### src/hdl/spea_pkg.sv
package spea_pkg;
	// ---------------------------------------------------------------
	// register map (word aligned byte addresses)
	// ---------------------------------------------------------------
	localparam logic [7:0] reg_control = 8'h00;
	localparam logic [7:0] reg_status = 8'h04;
	localparam logic [7:0] reg_irq_status = 8'h08;
	localparam logic [7:0] reg_irq_enable = 8'h0c;
	localparam logic [7:0] reg_byte_count = 8'h10;
	localparam logic [7:0] reg_issue = 8'h14;
	localparam logic [7:0] reg_queued = 8'h18;
	localparam logic [7:0] reg_event = 8'h1c;
	// ---------------------------------------------------------------
	// control fields
	// ---------------------------------------------------------------
	localparam int ctl_run_bit = 0;
	localparam int ctl_fbs_bit = 1;
	localparam int ctl_gie_bit = 2;
	localparam int ctl_queued_cmd_bit = 3;
	// ---------------------------------------------------------------
	// status fields
	// ---------------------------------------------------------------
	localparam int sts_running_bit = 0;
	localparam int sts_state_lsb = 4;
	// ---------------------------------------------------------------
	// irq status fields (write one to clear)
	// ---------------------------------------------------------------
	localparam int irq_tfe_bit = 0;
	localparam int irq_ovf_bit = 1;
	localparam int irq_done_bit = 2;
	localparam int irq_nonfatal_bit = 3;
	// ---------------------------------------------------------------
	// event register fields (write one to pulse)
	// ---------------------------------------------------------------
	localparam int ev_status_err_bit = 0;
	localparam int ev_recoverable_bit = 1;
	localparam int ev_fatal_bit = 2;
	localparam int ev_done_bit = 3;
	localparam int ev_done_slot_lsb = 8;
	localparam logic [31:0] reset_word = 32'h0000_0000;
	localparam int num_slots = 32;
	typedef enum logic [2:0] {
		spea_idle = 3'b000,
		spea_status_error = 3'b001,
		spea_one_target_error = 3'b010,
		spea_halted_wait = 3'b011,
		spea_non_fatal = 3'b100,
		spea_switching_idle = 3'b101
	} spea_state_e;
endpackage

### src/hdl/spea_frame_count.sv
`timescale 1ns/1ps
module spea_frame_count #(
	parameter int count_width = 32
) (
	input wire logic clock,
	input wire logic sys_rst,
	input wire logic cmd_start,
	input wire logic frame_end,
	input wire logic frame_good,
	input wire logic [15:0] frame_words,
	input wire logic [15:0] desc_words_left,
	input wire logic frame_desc_irq,
	output logic [count_width-1:0] byte_count,
	output logic overflow_pulse,
	output logic desc_done_pulse
);
	// ---------------------------------------------------------------
	// per-frame accounting
	// ---------------------------------------------------------------
	// padding allowance of one word absorbs the odd-word fill
	wire logic [16:0] allowed_words = {1'b0, desc_words_left} + 17'h0_0001;
	wire logic frame_over = {1'b0, frame_words} > allowed_words;
	wire logic [15:0] counted_words = (frame_words > desc_words_left) ? desc_words_left : frame_words;
	wire logic accept = frame_end && frame_good;
	wire logic [count_width-1:0] add_bytes = count_width'({counted_words, 1'b0});

	always_ff @(posedge clock) begin
		if (sys_rst || cmd_start) begin
			byte_count <= '0;
		end else if (accept && !frame_over) begin
			byte_count <= byte_count + add_bytes;
		end
	end

	always_ff @(posedge clock) begin
		if (sys_rst) begin
			overflow_pulse <= 1'b0;
			desc_done_pulse <= 1'b0;
		end else begin
			overflow_pulse <= accept && frame_over;
			desc_done_pulse <= accept && frame_desc_irq;
		end
	end
endmodule

### src/hdl/spea_port.sv
// The register offsets and register access over Avalon-MM were decided locally.
`timescale 1ns/1ps
// Overview of operation
// - error status received enters status-error state and sets task file error flag.
// - status-error goes to one-target error if switching enabled, else halted wait.
// - halted state holds until software clears port run control.
// - list running status clears on fatal error and after run control cleared.
// - recoverable error sets flag, returns to switching idle or port idle.
// - non-queued command byte count written before its issue bit clears; here the done event clears the bit without checking the count.
// - byte count counts only acknowledged sent data and good-CRC received data.
// - byte count may be refreshed after every completed data frame.
// - queued commands need no valid byte count; short transfers illegal.
// - overflow reported by overflow flag, byte count may be incomplete.
// - odd-word final frames are padded with zeros to a full dword.
// - padding word never flags overflow and is excluded from byte count.
// - descriptor exhausted only when every covering frame completed.
// - descriptor interrupt held internally until covering frame has good CRC.
// - descriptor done interrupt raised when port and global enables set.
// - prefetch hint may be used but prefetching is never required.
module spea_port #(
	parameter int count_width = 32
) (
	input wire logic clock,
	input wire logic sys_rst,
	input wire logic [7:0] avs_address,
	input wire logic avs_read,
	input wire logic avs_write,
	input wire logic [31:0] avs_writedata,
	input wire logic [3:0] avs_byteenable,
	output logic [31:0] avs_readdata,
	output logic avs_waitrequest,
	input wire logic frame_end,
	input wire logic frame_good,
	input wire logic [15:0] frame_words,
	input wire logic [15:0] desc_words_left,
	input wire logic frame_desc_irq,
	output logic port_irq,
	output logic list_running_status,
	output logic [2:0] port_state
);
	// ---------------------------------------------------------------
	// bus slave: one wait cycle, answer on second edge
	// ---------------------------------------------------------------
	logic ack;
	wire logic req = (avs_read || avs_write) && !ack;
	wire logic do_write = avs_write && ack;
	wire logic [31:0] be_mask = {{8{avs_byteenable[3]}}, {8{avs_byteenable[2]}},
		{8{avs_byteenable[1]}}, {8{avs_byteenable[0]}}};
	wire logic [31:0] wdata = avs_writedata & be_mask;
	function automatic logic spea_hit(input logic [7:0] addr, input logic [7:0] offset);
		return addr == offset;
	endfunction

	wire logic hit_control = spea_hit(avs_address, spea_pkg::reg_control);
	wire logic hit_status = spea_hit(avs_address, spea_pkg::reg_status);
	wire logic hit_irq_status = spea_hit(avs_address, spea_pkg::reg_irq_status);
	wire logic hit_irq_enable = spea_hit(avs_address, spea_pkg::reg_irq_enable);
	wire logic hit_byte_count = spea_hit(avs_address, spea_pkg::reg_byte_count);
	wire logic hit_issue = spea_hit(avs_address, spea_pkg::reg_issue);
	wire logic hit_queued = spea_hit(avs_address, spea_pkg::reg_queued);
	wire logic hit_event = spea_hit(avs_address, spea_pkg::reg_event);

	always_ff @(posedge clock) begin
		if (sys_rst) begin
			ack <= 1'b0;
		end else begin
			ack <= req;
		end
	end

	// ---------------------------------------------------------------
	// software registers
	// ---------------------------------------------------------------
	logic [31:0] control;
	logic [3:0] irq_status;
	logic [3:0] irq_enable;
	logic [31:0] command_issue_bits;
	logic [31:0] queued_active_bits;
	logic [count_width-1:0] byte_count;
	logic overflow_pulse;
	logic desc_done_pulse;
	spea_pkg::spea_state_e state;
	spea_pkg::spea_state_e next_state;

	wire logic port_run_control = control[spea_pkg::ctl_run_bit];
	wire logic frame_switching_enable = control[spea_pkg::ctl_fbs_bit];
	wire logic global_irq_enable = control[spea_pkg::ctl_gie_bit];
	wire logic queued_cmd = control[spea_pkg::ctl_queued_cmd_bit];

	wire logic ev_wr = do_write && hit_event;
	wire logic ev_status_err = ev_wr && wdata[spea_pkg::ev_status_err_bit];
	wire logic ev_recoverable = ev_wr && wdata[spea_pkg::ev_recoverable_bit];
	wire logic ev_fatal = ev_wr && wdata[spea_pkg::ev_fatal_bit];
	wire logic ev_done = ev_wr && wdata[spea_pkg::ev_done_bit];
	wire logic [4:0] ev_slot = wdata[spea_pkg::ev_done_slot_lsb +: 5];

	always_ff @(posedge clock) begin
		if (sys_rst) begin
			control <= spea_pkg::reset_word;
		end else if (do_write && hit_control) begin
			control <= wdata;
		end
	end

	always_ff @(posedge clock) begin
		if (sys_rst) begin
			irq_enable <= '0;
		end else if (do_write && hit_irq_enable) begin
			irq_enable <= wdata[3:0];
		end
	end

	// ---------------------------------------------------------------
	// sticky flags: a set in the clearing cycle wins
	// ---------------------------------------------------------------
	wire logic enter_status_err = state == spea_pkg::spea_status_error;
	wire logic enter_non_fatal = state == spea_pkg::spea_non_fatal;
	wire logic [3:0] irq_set = {enter_non_fatal, desc_done_pulse, overflow_pulse,
		enter_status_err};
	wire logic [3:0] irq_clr = (do_write && hit_irq_status) ? wdata[3:0] : 4'h0;

	always_ff @(posedge clock) begin
		if (sys_rst) begin
			irq_status <= '0;
		end else begin
			irq_status <= (irq_status & ~irq_clr) | irq_set;
		end
	end

	// ---------------------------------------------------------------
	// command slots: writes carry only new ones
	// ---------------------------------------------------------------
	// completion clears the issue bit one cycle after the done event write;
	// the byte count is not consulted, so it is final only if its frames ended first
	logic done_q;
	logic [4:0] done_slot_q;
	wire logic [31:0] done_mask = done_q ? (32'h0000_0001 << done_slot_q) : 32'h0000_0000;
	wire logic run_cleared = !port_run_control;

	always_ff @(posedge clock) begin
		if (sys_rst) begin
			done_q <= 1'b0;
			done_slot_q <= '0;
		end else begin
			done_q <= ev_done;
			done_slot_q <= ev_slot;
		end
	end

	always_ff @(posedge clock) begin
		if (sys_rst || run_cleared) begin
			command_issue_bits <= '0;
			queued_active_bits <= '0;
		end else begin
			command_issue_bits <= (command_issue_bits & ~done_mask) |
				((do_write && hit_issue) ? wdata : 32'h0000_0000);
			queued_active_bits <= (queued_active_bits & ~(queued_cmd ? done_mask : 32'h0)) |
				((do_write && hit_queued) ? wdata : 32'h0000_0000);
		end
	end

	// ---------------------------------------------------------------
	// byte counting and descriptor interrupt holding
	// ---------------------------------------------------------------
	spea_frame_count #(
		.count_width(count_width)
	) u_count (
		.clock(clock),
		.sys_rst(sys_rst),
		.cmd_start(do_write && hit_issue && (wdata != 32'h0)),
		.frame_end(frame_end),
		.frame_good(frame_good),
		.frame_words(frame_words),
		.desc_words_left(desc_words_left),
		.frame_desc_irq(frame_desc_irq),
		.byte_count(byte_count),
		.overflow_pulse(overflow_pulse),
		.desc_done_pulse(desc_done_pulse)
	);

	// ---------------------------------------------------------------
	// error state machine
	// ---------------------------------------------------------------
	always_comb begin
		next_state = state;
		case (state)
			spea_pkg::spea_idle, spea_pkg::spea_switching_idle: begin
				if (ev_status_err) begin
					next_state = spea_pkg::spea_status_error;
				end else if (ev_fatal) begin
					next_state = spea_pkg::spea_halted_wait;
				end else if (ev_recoverable) begin
					next_state = spea_pkg::spea_non_fatal;
				end
			end
			spea_pkg::spea_status_error: begin
				next_state = frame_switching_enable ? spea_pkg::spea_one_target_error :
					spea_pkg::spea_halted_wait;
			end
			spea_pkg::spea_one_target_error: begin
				next_state = spea_pkg::spea_switching_idle;
			end
			spea_pkg::spea_halted_wait: begin
				if (run_cleared) begin
					next_state = spea_pkg::spea_idle;
				end
			end
			spea_pkg::spea_non_fatal: begin
				next_state = frame_switching_enable ? spea_pkg::spea_switching_idle :
					spea_pkg::spea_idle;
			end
			default: begin
				next_state = spea_pkg::spea_idle;
			end
		endcase
	end

	always_ff @(posedge clock) begin
		if (sys_rst) begin
			state <= spea_pkg::spea_idle;
		end else begin
			state <= next_state;
		end
	end

	// ---------------------------------------------------------------
	// outputs, all registered
	// ---------------------------------------------------------------
	// prefetch is never done; the hint bit is simply not consulted
	wire logic halted = state == spea_pkg::spea_halted_wait;
	wire logic next_running = port_run_control && !halted;
	wire logic next_irq = global_irq_enable && |(irq_status & irq_enable);
	wire logic [31:0] status_word = {25'h0, state, 3'h0, list_running_status};
	logic [31:0] next_rdata;

	always_comb begin
		if (hit_control) begin
			next_rdata = control;
		end else if (hit_status) begin
			next_rdata = status_word;
		end else if (hit_irq_status) begin
			next_rdata = {28'h000_0000, irq_status};
		end else if (hit_irq_enable) begin
			next_rdata = {28'h000_0000, irq_enable};
		end else if (hit_byte_count) begin
			next_rdata = 32'(byte_count);
		end else if (hit_issue) begin
			next_rdata = command_issue_bits;
		end else if (hit_queued) begin
			next_rdata = queued_active_bits;
		end else begin
			next_rdata = spea_pkg::reset_word;
		end
	end

	// read data holds until the next read so a slow master still sees it
	always_ff @(posedge clock) begin
		if (sys_rst) begin
			avs_readdata <= '0;
		end else if (avs_read && req) begin
			avs_readdata <= next_rdata;
		end
	end

	always_ff @(posedge clock) begin
		if (sys_rst) begin
			avs_waitrequest <= 1'b1;
		end else begin
			avs_waitrequest <= !req;
		end
	end

	always_ff @(posedge clock) begin
		if (sys_rst) begin
			port_irq <= 1'b0;
		end else begin
			port_irq <= next_irq;
		end
	end

	always_ff @(posedge clock) begin
		if (sys_rst) begin
			list_running_status <= 1'b0;
		end else begin
			list_running_status <= next_running;
		end
	end

	always_ff @(posedge clock) begin
		if (sys_rst) begin
			port_state <= '0;
		end else begin
			port_state <= next_state;
		end
	end
endmodule

### config.mk
export PLATFORM = sky130hd
export DESIGN_NAME = spea_port
export DESIGN_NICKNAME = d
export VERILOG_FILES = /design/src/hdl/spea_pkg.sv /design/src/hdl/spea_frame_count.sv /design/src/hdl/spea_port.sv
export SDC_FILE = /design/constraint.sdc
export NUM_CORES = 1
export LEC_CHECK = 0
export ABC_AREA = 1
export BUFFER_PORTS_ARGS = -buffer_cell sky130_fd_sc_hd__buf_2
export CAP_MARGIN = 20
export CORE_MARGIN = 2
export CORE_UTILIZATION = 45
export DETAILED_ROUTE_END_ITERATION = 8
export PLACE_DENSITY = 0.67
export SLEW_MARGIN = 10
export SYNTH_ARGS = -nofsm -noshare
export SYNTH_HDL_FRONTEND = slang
export SYNTH_HIERARCHICAL = 1
export SYNTH_SLANG_ARGS = --single-unit
### constraint.sdc
create_clock -name clock -period 4.1 [get_ports clock]
set_clock_uncertainty 0.1 [all_clocks]
set_input_delay 0.205 -clock clock [delete_from_list [all_inputs] [get_ports clock]]
set_output_delay 0.205 -clock clock [all_outputs]
set_load 0.05 [all_outputs]
* Word level (Yosys, flattened, before mapping)
Index checks and enable logic that the tools add are counted.
Word-level totals: word-level logic and storage cells 100, input port bits 83, register bits 183, output and inout bits 38
Operators by class: bitwise logic cells 11, add/sub/neg operators 2, reductions and logical operators 34, mux-type cells 20, eq/ne operators 14, order comparisons 2, shift-type cells 1
Operators by type and width (count):
- 32-bit 2-to-1 mux | 11
- 32-bit bitwise AND | 3
- 32-bit NOT | 2
- 32-bit OR | 2
- 32-bit by 17-bit adder with 32-bit output | 1
- 8-bit by 5-bit equality test with 1-bit output (second input constant) | 4
- 32-bit nonzero test | 1
- 1-bit by 5-bit << shifter with 32-bit output (first input constant) | 1
- 1-bit logical AND | 20
- 16-bit by 1-bit adder with 17-bit output (second input constant) | 1
- 16-bit by 17-bit greater-than comparator with 1-bit output | 1
- 8-bit by 4-bit equality test with 1-bit output (second input constant) | 2
- 16-bit greater-than comparator | 1
- 16-bit 2-to-1 mux | 1
- 3-bit 2-to-1 mux | 5
- 3-bit one-hot mux with 5 select lines | 1
- 4-bit bitwise AND | 2
- 8-bit by 3-bit equality test with 1-bit output (second input constant) | 1
- 8-bit logical NOT | 1
- 3-bit by 2-bit equality test with 1-bit output (second input constant) | 2
- 3-bit equality test (second input constant) | 2
- 1-bit logical NOT | 5
- 4-bit 2-to-1 mux | 1
- 4-bit inequality test (second input constant) | 1
- other kinds (10) | 12

* Depth between registers and ports, before layout
Gate-level depths: netlist of run 1.
word-level depth 8, gate-level depth with buffers 29, mapped depth without buffers 28

* Hierarchy
Netlist of run 1, hierarchy kept.
By module, submodules not included:
- spea_port | times used 1, seq. area each 2982.9 µm², cells an instance 965, area each 6890.4 µm²
- spea_frame_count | times used 1, seq. area each 660.6 µm², cells an instance 735, area each 4242.8 µm²

* Least setup slack after synthesis of run 1
No wires, ideal clock.
path type input-to-reg, from input port desc_words_left[15], to register u_count.byte_count[23], library setup time 0.070 ns, required time 3.930 ns, path buffers 1, setup slack 0.954 ns, cell stages on the path 25, arrival 2.976 ns, cells stage by stage inv_1 -> ha_1 -> nand2_1 -> inv_1 -> nand3_1 -> nor3_1 -> nand3_1 -> nand2_1 -> clkbuf_1 -> nand2_1 -> o21ai_0 -> ha_1 -> inv_1 -> fa_1 -> inv_1 -> nand3_1 -> nand3_1 -> nand2_1 -> nand2_1 -> nand2_1 -> nand3_1 -> nand2_1 -> nand2_1 -> nand3_1 -> a21oi_1
Between the ends: word-level cells in the longest chain between the ends 4, elaborated cells on any way between the ends 7, those cells by class add/sub (2); order compare (2); mux (1); reduce/logical (2)
RTL lines:
- start, declared | line spea_port.sv:35 | input wire logic [15:0] desc_words_left,
- branches (longest 4 deep; another with 32-bit by 17-bit adder with 32-bit output)
- end signal, assigned | line spea_frame_count.sv:31 | byte_count <= byte_count + add_bytes;
- end, declared | line spea_frame_count.sv:13 | output logic [count_width-1:0] byte_count,
Parallel ways; which one is timed is not known. A chain may end at the register's enable or synchronous reset.

* Worst setup path after layout of run 1
from input port desc_words_left[1], to register u_count.byte_count[23]
Same word-level chain as after synthesis.

==> results of run 1 <==
[metrics by stage]
step / instances / hold WS [ns] / util (%)
6_report: 2125 / 0.0117 / 51.6
5_1_grt: 2125 / 0.00769 / 51.6
4_1_cts: 2124 / 0.00244 / 51.5
3_5_place_dp: 2086 / 0.343 / 48.8
3_3_place_gp: 2086 / 0.337 / 48.8
2_1_floorplan: 1700 / 0.177 / -
[cell type report]
type,count,share of cell area (%)
flip-flops and latches,182,29.0
well taps,324,3.23
clock buffers,17,3.39
repair buffers,139,6.20
clock inverters,15,1.41
multi-input cells,1240,50.5
inverters,208,6.22
[worst min-delay path by stage]
stage,startpoint,end,slack [ns]
6_report,avs_writedata[22],control[22],0.01
5_1_grt,avs_writedata[22],control[22],0.008
4_1_cts,avs_writedata[17],control[17],0.002
3_5_place_dp,u_count/overflow_pulse,irq_status[1],0.34
3_3_place_gp,u_count/overflow_pulse,irq_status[1],0.34
2_1_floorplan,sys_rst,u_count/desc_done_pulse,0.18
[synth_stat cells, drive strengths merged]
cell type and instances:
nand3 98, nand2 524, ha 50, nor3 17, a31oi 1, o21bai 2, clkbuf 37, a21o 1
dfxtp 182, a21oi 196, inv 205, o21ai 130, clkinv 3, a221oi 1, xnor2 3, buf 33
o211ai 1, nand4 21, nand3b 2, or2 3, nor2 113, a41oi 21, conb 1, o31ai 22
a211oi 1, and3 1, nor4 3, fa 1, xor2 25, and2 2
[routing by layer]
layer / share of wire, % / vias to the layer above / wire [um]
met4: 3.6 / 0 / 1290
met5: 0 / - / 0
met1: 47 / 5259 / 16700
met2: 42 / 451 / 15100
met3: 7.1 / 70 / 2520
li1: - / 5721 / -
[worst max-delay path, delay by kind of cell]
| family | cells | cell delay (ns) |
|---|---|---|
| adder cells (fa/ha/maj) | 3 | 0.92 |
| AND/OR/NAND/NOR | 15 | 1.47 |
| buffers and inverters | 5 | 0.38 |
| AO/OA/AOI/OAI | 4 | 0.62 |
[logic make-up after synthesis]
| kind of cell | Yosys count | synth area share [%] |
|---|---|---|
| AO/OA/AOI/OAI | 376 | 19.0 |
| flip-flops | 182 | 32.7 |
| other | 1 | 0.0337 |
| buffers and inverters | 278 | 10.4 |
| adder cells (fa/ha/maj) | 51 | 5.80 |
| AND/OR/NAND/NOR | 784 | 29.8 |
| XOR/XNOR | 28 | 2.20 |
[report_power, final]
part	total (uW)	internal (uW)	switching [uW]
clock network	1670	825	848
registers	1880	1820	58.0
logic	826	252	574
total	4380	2900	1480
[registers in the layout, summed over array words and instances (netlist names), 3 cells and up]
| register | flops |
|---|---|
| avs_readdata | 32 |
| command_issue_bits | 32 |
| control | 32 |
| done_slot_q | 5 |
| irq_enable | 4 |
| irq_status | 4 |
| port_state | 3 |
| queued_active_bits | 32 |
| u_count/byte_count | 31 |
==> results_dict.tcl, run 1 <==
set metrics [dict create \
    syn_area_per_cell_um2 6.55 \
    die_w_um 161 \
    post_dp_cell_area_um2 11900 \
    holdBufCountCts 6 \
    yosysUniqueCellTypes 45 \
    power_density_nw_per_um2 349 \
    place_congestion 0.978 \
    drv_cap 0 \
    final_nets 1922 \
    final_cell_mix "514 x nand2_1, 195 x a21oi_1, 190 x inv_1, 182 x dfxtp_1, 120 x buf_2" \
    multi_input_comb_area_um2 6340 \
    grtUsageMet3_pct 4.83 \
    root_buffer "clkbuf_16" \
    drt-total-wl_um 35700 \
    first_pass_iters 7 \
    critPathSlowestCell "fa_1" \
    yosys.area.top_type_share_pct 32.7 \
    status "finished clean" \
    viasPerCell 5.41 \
    insertion_delay_ns 0.45 \
    cts_made_buffers 17 \
    drt-wirelength-per-cell_um 16.8 \
    antenna_found_initial 0 \
    clock_path_buffers 2 \
    cts_resized 0 \
    ios 121 \
    grt_pass1_vias 10661 \
    drc 0 \
    r2r_start "u_count/byte_count[1]" \
    hold_class "in -> reg" \
    layout-drive-gt1-share_pct 12.4 \
    cp-end-kind "flip-flop" \
    yosysSeqAreaShare_pct 32.7 \
    row_count 57 \
    seq_area_um2 3640 \
    setup_viol 0 \
    nFillCells 2486 \
    dpl.hpwl_um 25900 \
    grt_overflow_total 0 \
    arrival_ns 3.57 \
    antenna_left 0 \
    die_area_um2 26000 \
    yosys_warnings 6 \
    globalRoute.busiestLayer "met2" \
    rsz0062_at_grt "false" \
    fin_crit_ns 3.30 \
    fin_ws_ns 0.803 \
    setup_tns_ns 0 \
    cp-startpoint "desc_words_left[1]" \
    critPathCapture "u_count/byte_count[23]" \
    synthesis.area_um2 11100 \
    synth-seq-cells 182 \
    first_iter_violations 1081 \
    worstPathRequired_ns 4.38 \
    initial_core_util_pct 45.8 \
    track_usage_pct 27.7 \
    r2r_slack_ns 1.65 \
    netlist_instances 1700 \
    grt_pass1_wl_um 56800 \
    htree_levels 4 \
    cpMostUsedCell "nand2_1" \
    post-route-period-util_pct 80.4 \
    place_ws_ns 0.358 \
    vias 11501 \
    antenna_cells 0 \
    reg2reg_depth 14 \
    cts_num_sinks 182 \
    clkTransAtPathRegs_ns 0.08 \
    cts_tree "built" \
    setup.worst_path.class "in -> reg" \
    yosysTopAreaCell "dfxtp_1" \
    max_freq_mhz 303 \
    slowest_delay_ns 0.41 \
    worst_pin_slew_ns 0.907 \
    relSlewSlack_pct 39.3 \
    leakage_uw 0.00552 \
    cp-start-kind "input pin" \
    area_growth_pct 12.8 \
    numPortBuffers 120 \
    netlist_top_cells_area "dfxtp_1 33%, nand2_1 17%, a21oi_1 8.8%" \
    fin_area_um2 12600 \
    final_common_cell "nand2_1" \
    total_power_uw 4380 \
    worstPathMaxFanout 18 \
    die_height_um 161 \
    hold_depth 3 \
    grt.met1_usage_pct 39.4 \
    ir_drop_mv 0.239 \
    rr_endpoint "u_count/byte_count[23]" \
    maxSlewViolCount 0 \
    cts_setup_buffers 0 \
    grt_max_degree 66 \
    coreArea_um2 24300 \
    syn_nets 1834 \
    hold_violations 0 \
    use_met2_pct 41.4 \
]
Note: power is estimated with default switching activity, not from simulation.
==> inputs of run 2 (changes only) <==
==> constraint.sdc (replaced) <==
create_clock -name clock -period 3.2 [get_ports clock]
set_clock_uncertainty 0.1 [all_clocks]
set_input_delay 0.16 -clock clock [delete_from_list [all_inputs] [get_ports clock]]
set_output_delay 0.16 -clock clock [all_outputs]
set_load 0.05 [all_outputs]
==> results_dict.tcl, run 2 (same netlist as run 1, synthesis figures left out) <==
set metrics [dict create \
    post-route-period-util_pct 91.6 \
    cp-start-kind "input pin" \
    p_sw_share_pct 33.7 \
    fin_ws_ns 0.270 \
    root_buffer "clkbuf_16" \
    die_area_um2 26000 \
    insertion_delay_ns 0.45 \
    dpl.cell_count 2196 \
    pwr-share-clk_pct 36.9 \
    drv_cap 0 \
    numPortBuffers 120 \
    final_common_cell "nand2_1" \
    vias 11980 \
    worst_pin_slew_ns 0.685 \
    die_height_um 161 \
    ir_drop_mv 0.340 \
    fin_cells 2250 \
    rsz0062_at_grt "true" \
    layout-drive-gt1-share_pct 18.7 \
    grt_pass1_wl_um 58700 \
    row_count 57 \
    die_w_um 161 \
    maxSlewViolCount 0 \
    leakage_uw 0.00616 \
    hold_class "in -> reg" \
    drt-wirelength-per-cell_um 16.5 \
    place_congestion 0.934 \
    worstPathRequired_ns 3.43 \
    final_cell_mix "509 x nand2_1, 194 x a21oi_1, 188 x inv_1, 182 x dfxtp_1" \
    cp-end-kind "flip-flop" \
    drt-total-wl_um 37200 \
    dpl.hpwl_um 27500 \
    area_growth_pct 22.4 \
    hold_violations 0 \
    antenna_found_initial 0 \
    grt_max_degree 62 \
    grt_pass1_vias 11040 \
    final_nets 2047 \
    viasPerCell 5.32 \
    power_frac_comb_pct 21.9 \
    htree_levels 4 \
    status "finished clean" \
    grt_overflow_total 0 \
    first_pass_iters 6 \
    worstPathMaxFanout 25 \
    setup_viol 0 \
    arrival_ns 3.16 \
    drc 0 \
    ios 121 \
    setup.worst_path.class "in -> reg" \
    cts_num_sinks 182 \
    antenna_cells 0 \
    relSlewSlack_pct 54.1 \
    cts_made_buffers 17 \
    fin_crit_ns 2.93 \
    initial_core_util_pct 45.8 \
    cts_tree "built" \
    p_sw_uw 1960 \
    clock_path_buffers 2 \
    nFillCells 2405 \
    coreArea_um2 24300 \
    antenna_left 0 \
    clkTransAtPathRegs_ns 0.08 \
    power_frac_seq_pct 41.3 \
    max_freq_mhz 341 \
    power_density_nw_per_um2 428 \
    first_iter_violations 1303 \
    track_usage_pct 28.4 \
    place_ws_ns -0.306 \
    p_int_uw 3870 \
]
-- run 2: cell types whose count changed in the layout (fill, tap and decap cells not counted), moves of 8 or more --
cell	previous run	this run
dlygate4sd3_1	6	21
buf_4	12	120
nor2_2	6	16
nor2_1	100	90
o21ai_1	44	52
o21ai_0	86	78
-- run 2: routing by layer --
layer	share of wire (%)	track usage, %
met1	46	41.1
met4	2.0	7.26
met5	0	0
met2	44	44.8
met3	8.2	3.70
-- run 2: final timing paths --
check	from	endpoint	slack, ns	cells after the start
worst min register to register	u_count/desc_done_pulse	irq_status[2]	0.35	2
worst max register to register	u_count/byte_count[1]	u_count/byte_count[17]	1.04	14
worst max-delay path	desc_words_left[15]	u_count/byte_count[14]	0.27	25
worst min-delay path	avs_writedata[12]	done_slot_q[4]	0.007	3
-- run 2: what timing repair did --
action	CTS	global route
hold buffers	21	0
setup endpoints to repair	0	23
hold endpoints to repair	17	0
buffers inserted	0	1
resized for setup	0	35
-- run 2: final cells by class --
cell class | count | area [um^2] | share of cell area [%]
timing repair buffer | 264 | 1770 | 13.0
sequential | 182 | 3640 | 26.7
tap | 324 | 405 | 2.97
inverter | 208 | 781 | 5.73
clock inverter | 15 | 173 | 1.27
multi-input combinational | 1240 | 6430 | 47.2
clock buffer | 17 | 425 | 3.12
-- run 2: per-stage QoR --
stage / instance area, um^2 / total power [uW] / util [%] / TNS [ns] / hold WS (ns)
6_report: 13600 / 5830 / 56.1 / 0 / 0.00657
5_1_grt: 13600 / 6070 / 56.1 / -0.0958 / 0.0143
4_1_cts: 13500 / 5800 / 55.7 / 0 / 0.0000349
3_5_place_dp: 12700 / 3660 / 52.3 / -4.98 / 0.333
3_3_place_gp: 12700 / 3650 / 52.3 / -2.87 / 0.329
2_1_floorplan: 11100 / 3180 / - / 0 / 0.132
-- run 2: power by group through the flow --
stage	logic, uW	clock network (uW)	registers, uW
detailed placement	1210	0	2460
global route	1400	2260	2410
CTS	1230	2160	2400
global placement	1200	0	2460
finish	1270	2150	2410
floorplan	624	0	2560
-- run 2: worst max-delay path, stage by stage --
cell,delay [ns]
buf_2,0.09
inv_1,0.05
ha_1,0.28
nand2_1,0.07
inv_1,0.05
nand3_1,0.08
nor3_1,0.14
buf_4,0.14
nand2_1,0.05
nand2_1,0.08
nand2_1,0.08
buf_12,0.16
buf_4,0.15
o21ai_0,0.24
ha_1,0.30
nand2_1,0.13
nor2_1,0.06
buf_4,0.14
nand2_1,0.06
nand2_1,0.08
inv_1,0.06
nand2_1,0.07
xor2_1,0.14
o21ai_0,0.22
nor2_1,0.07
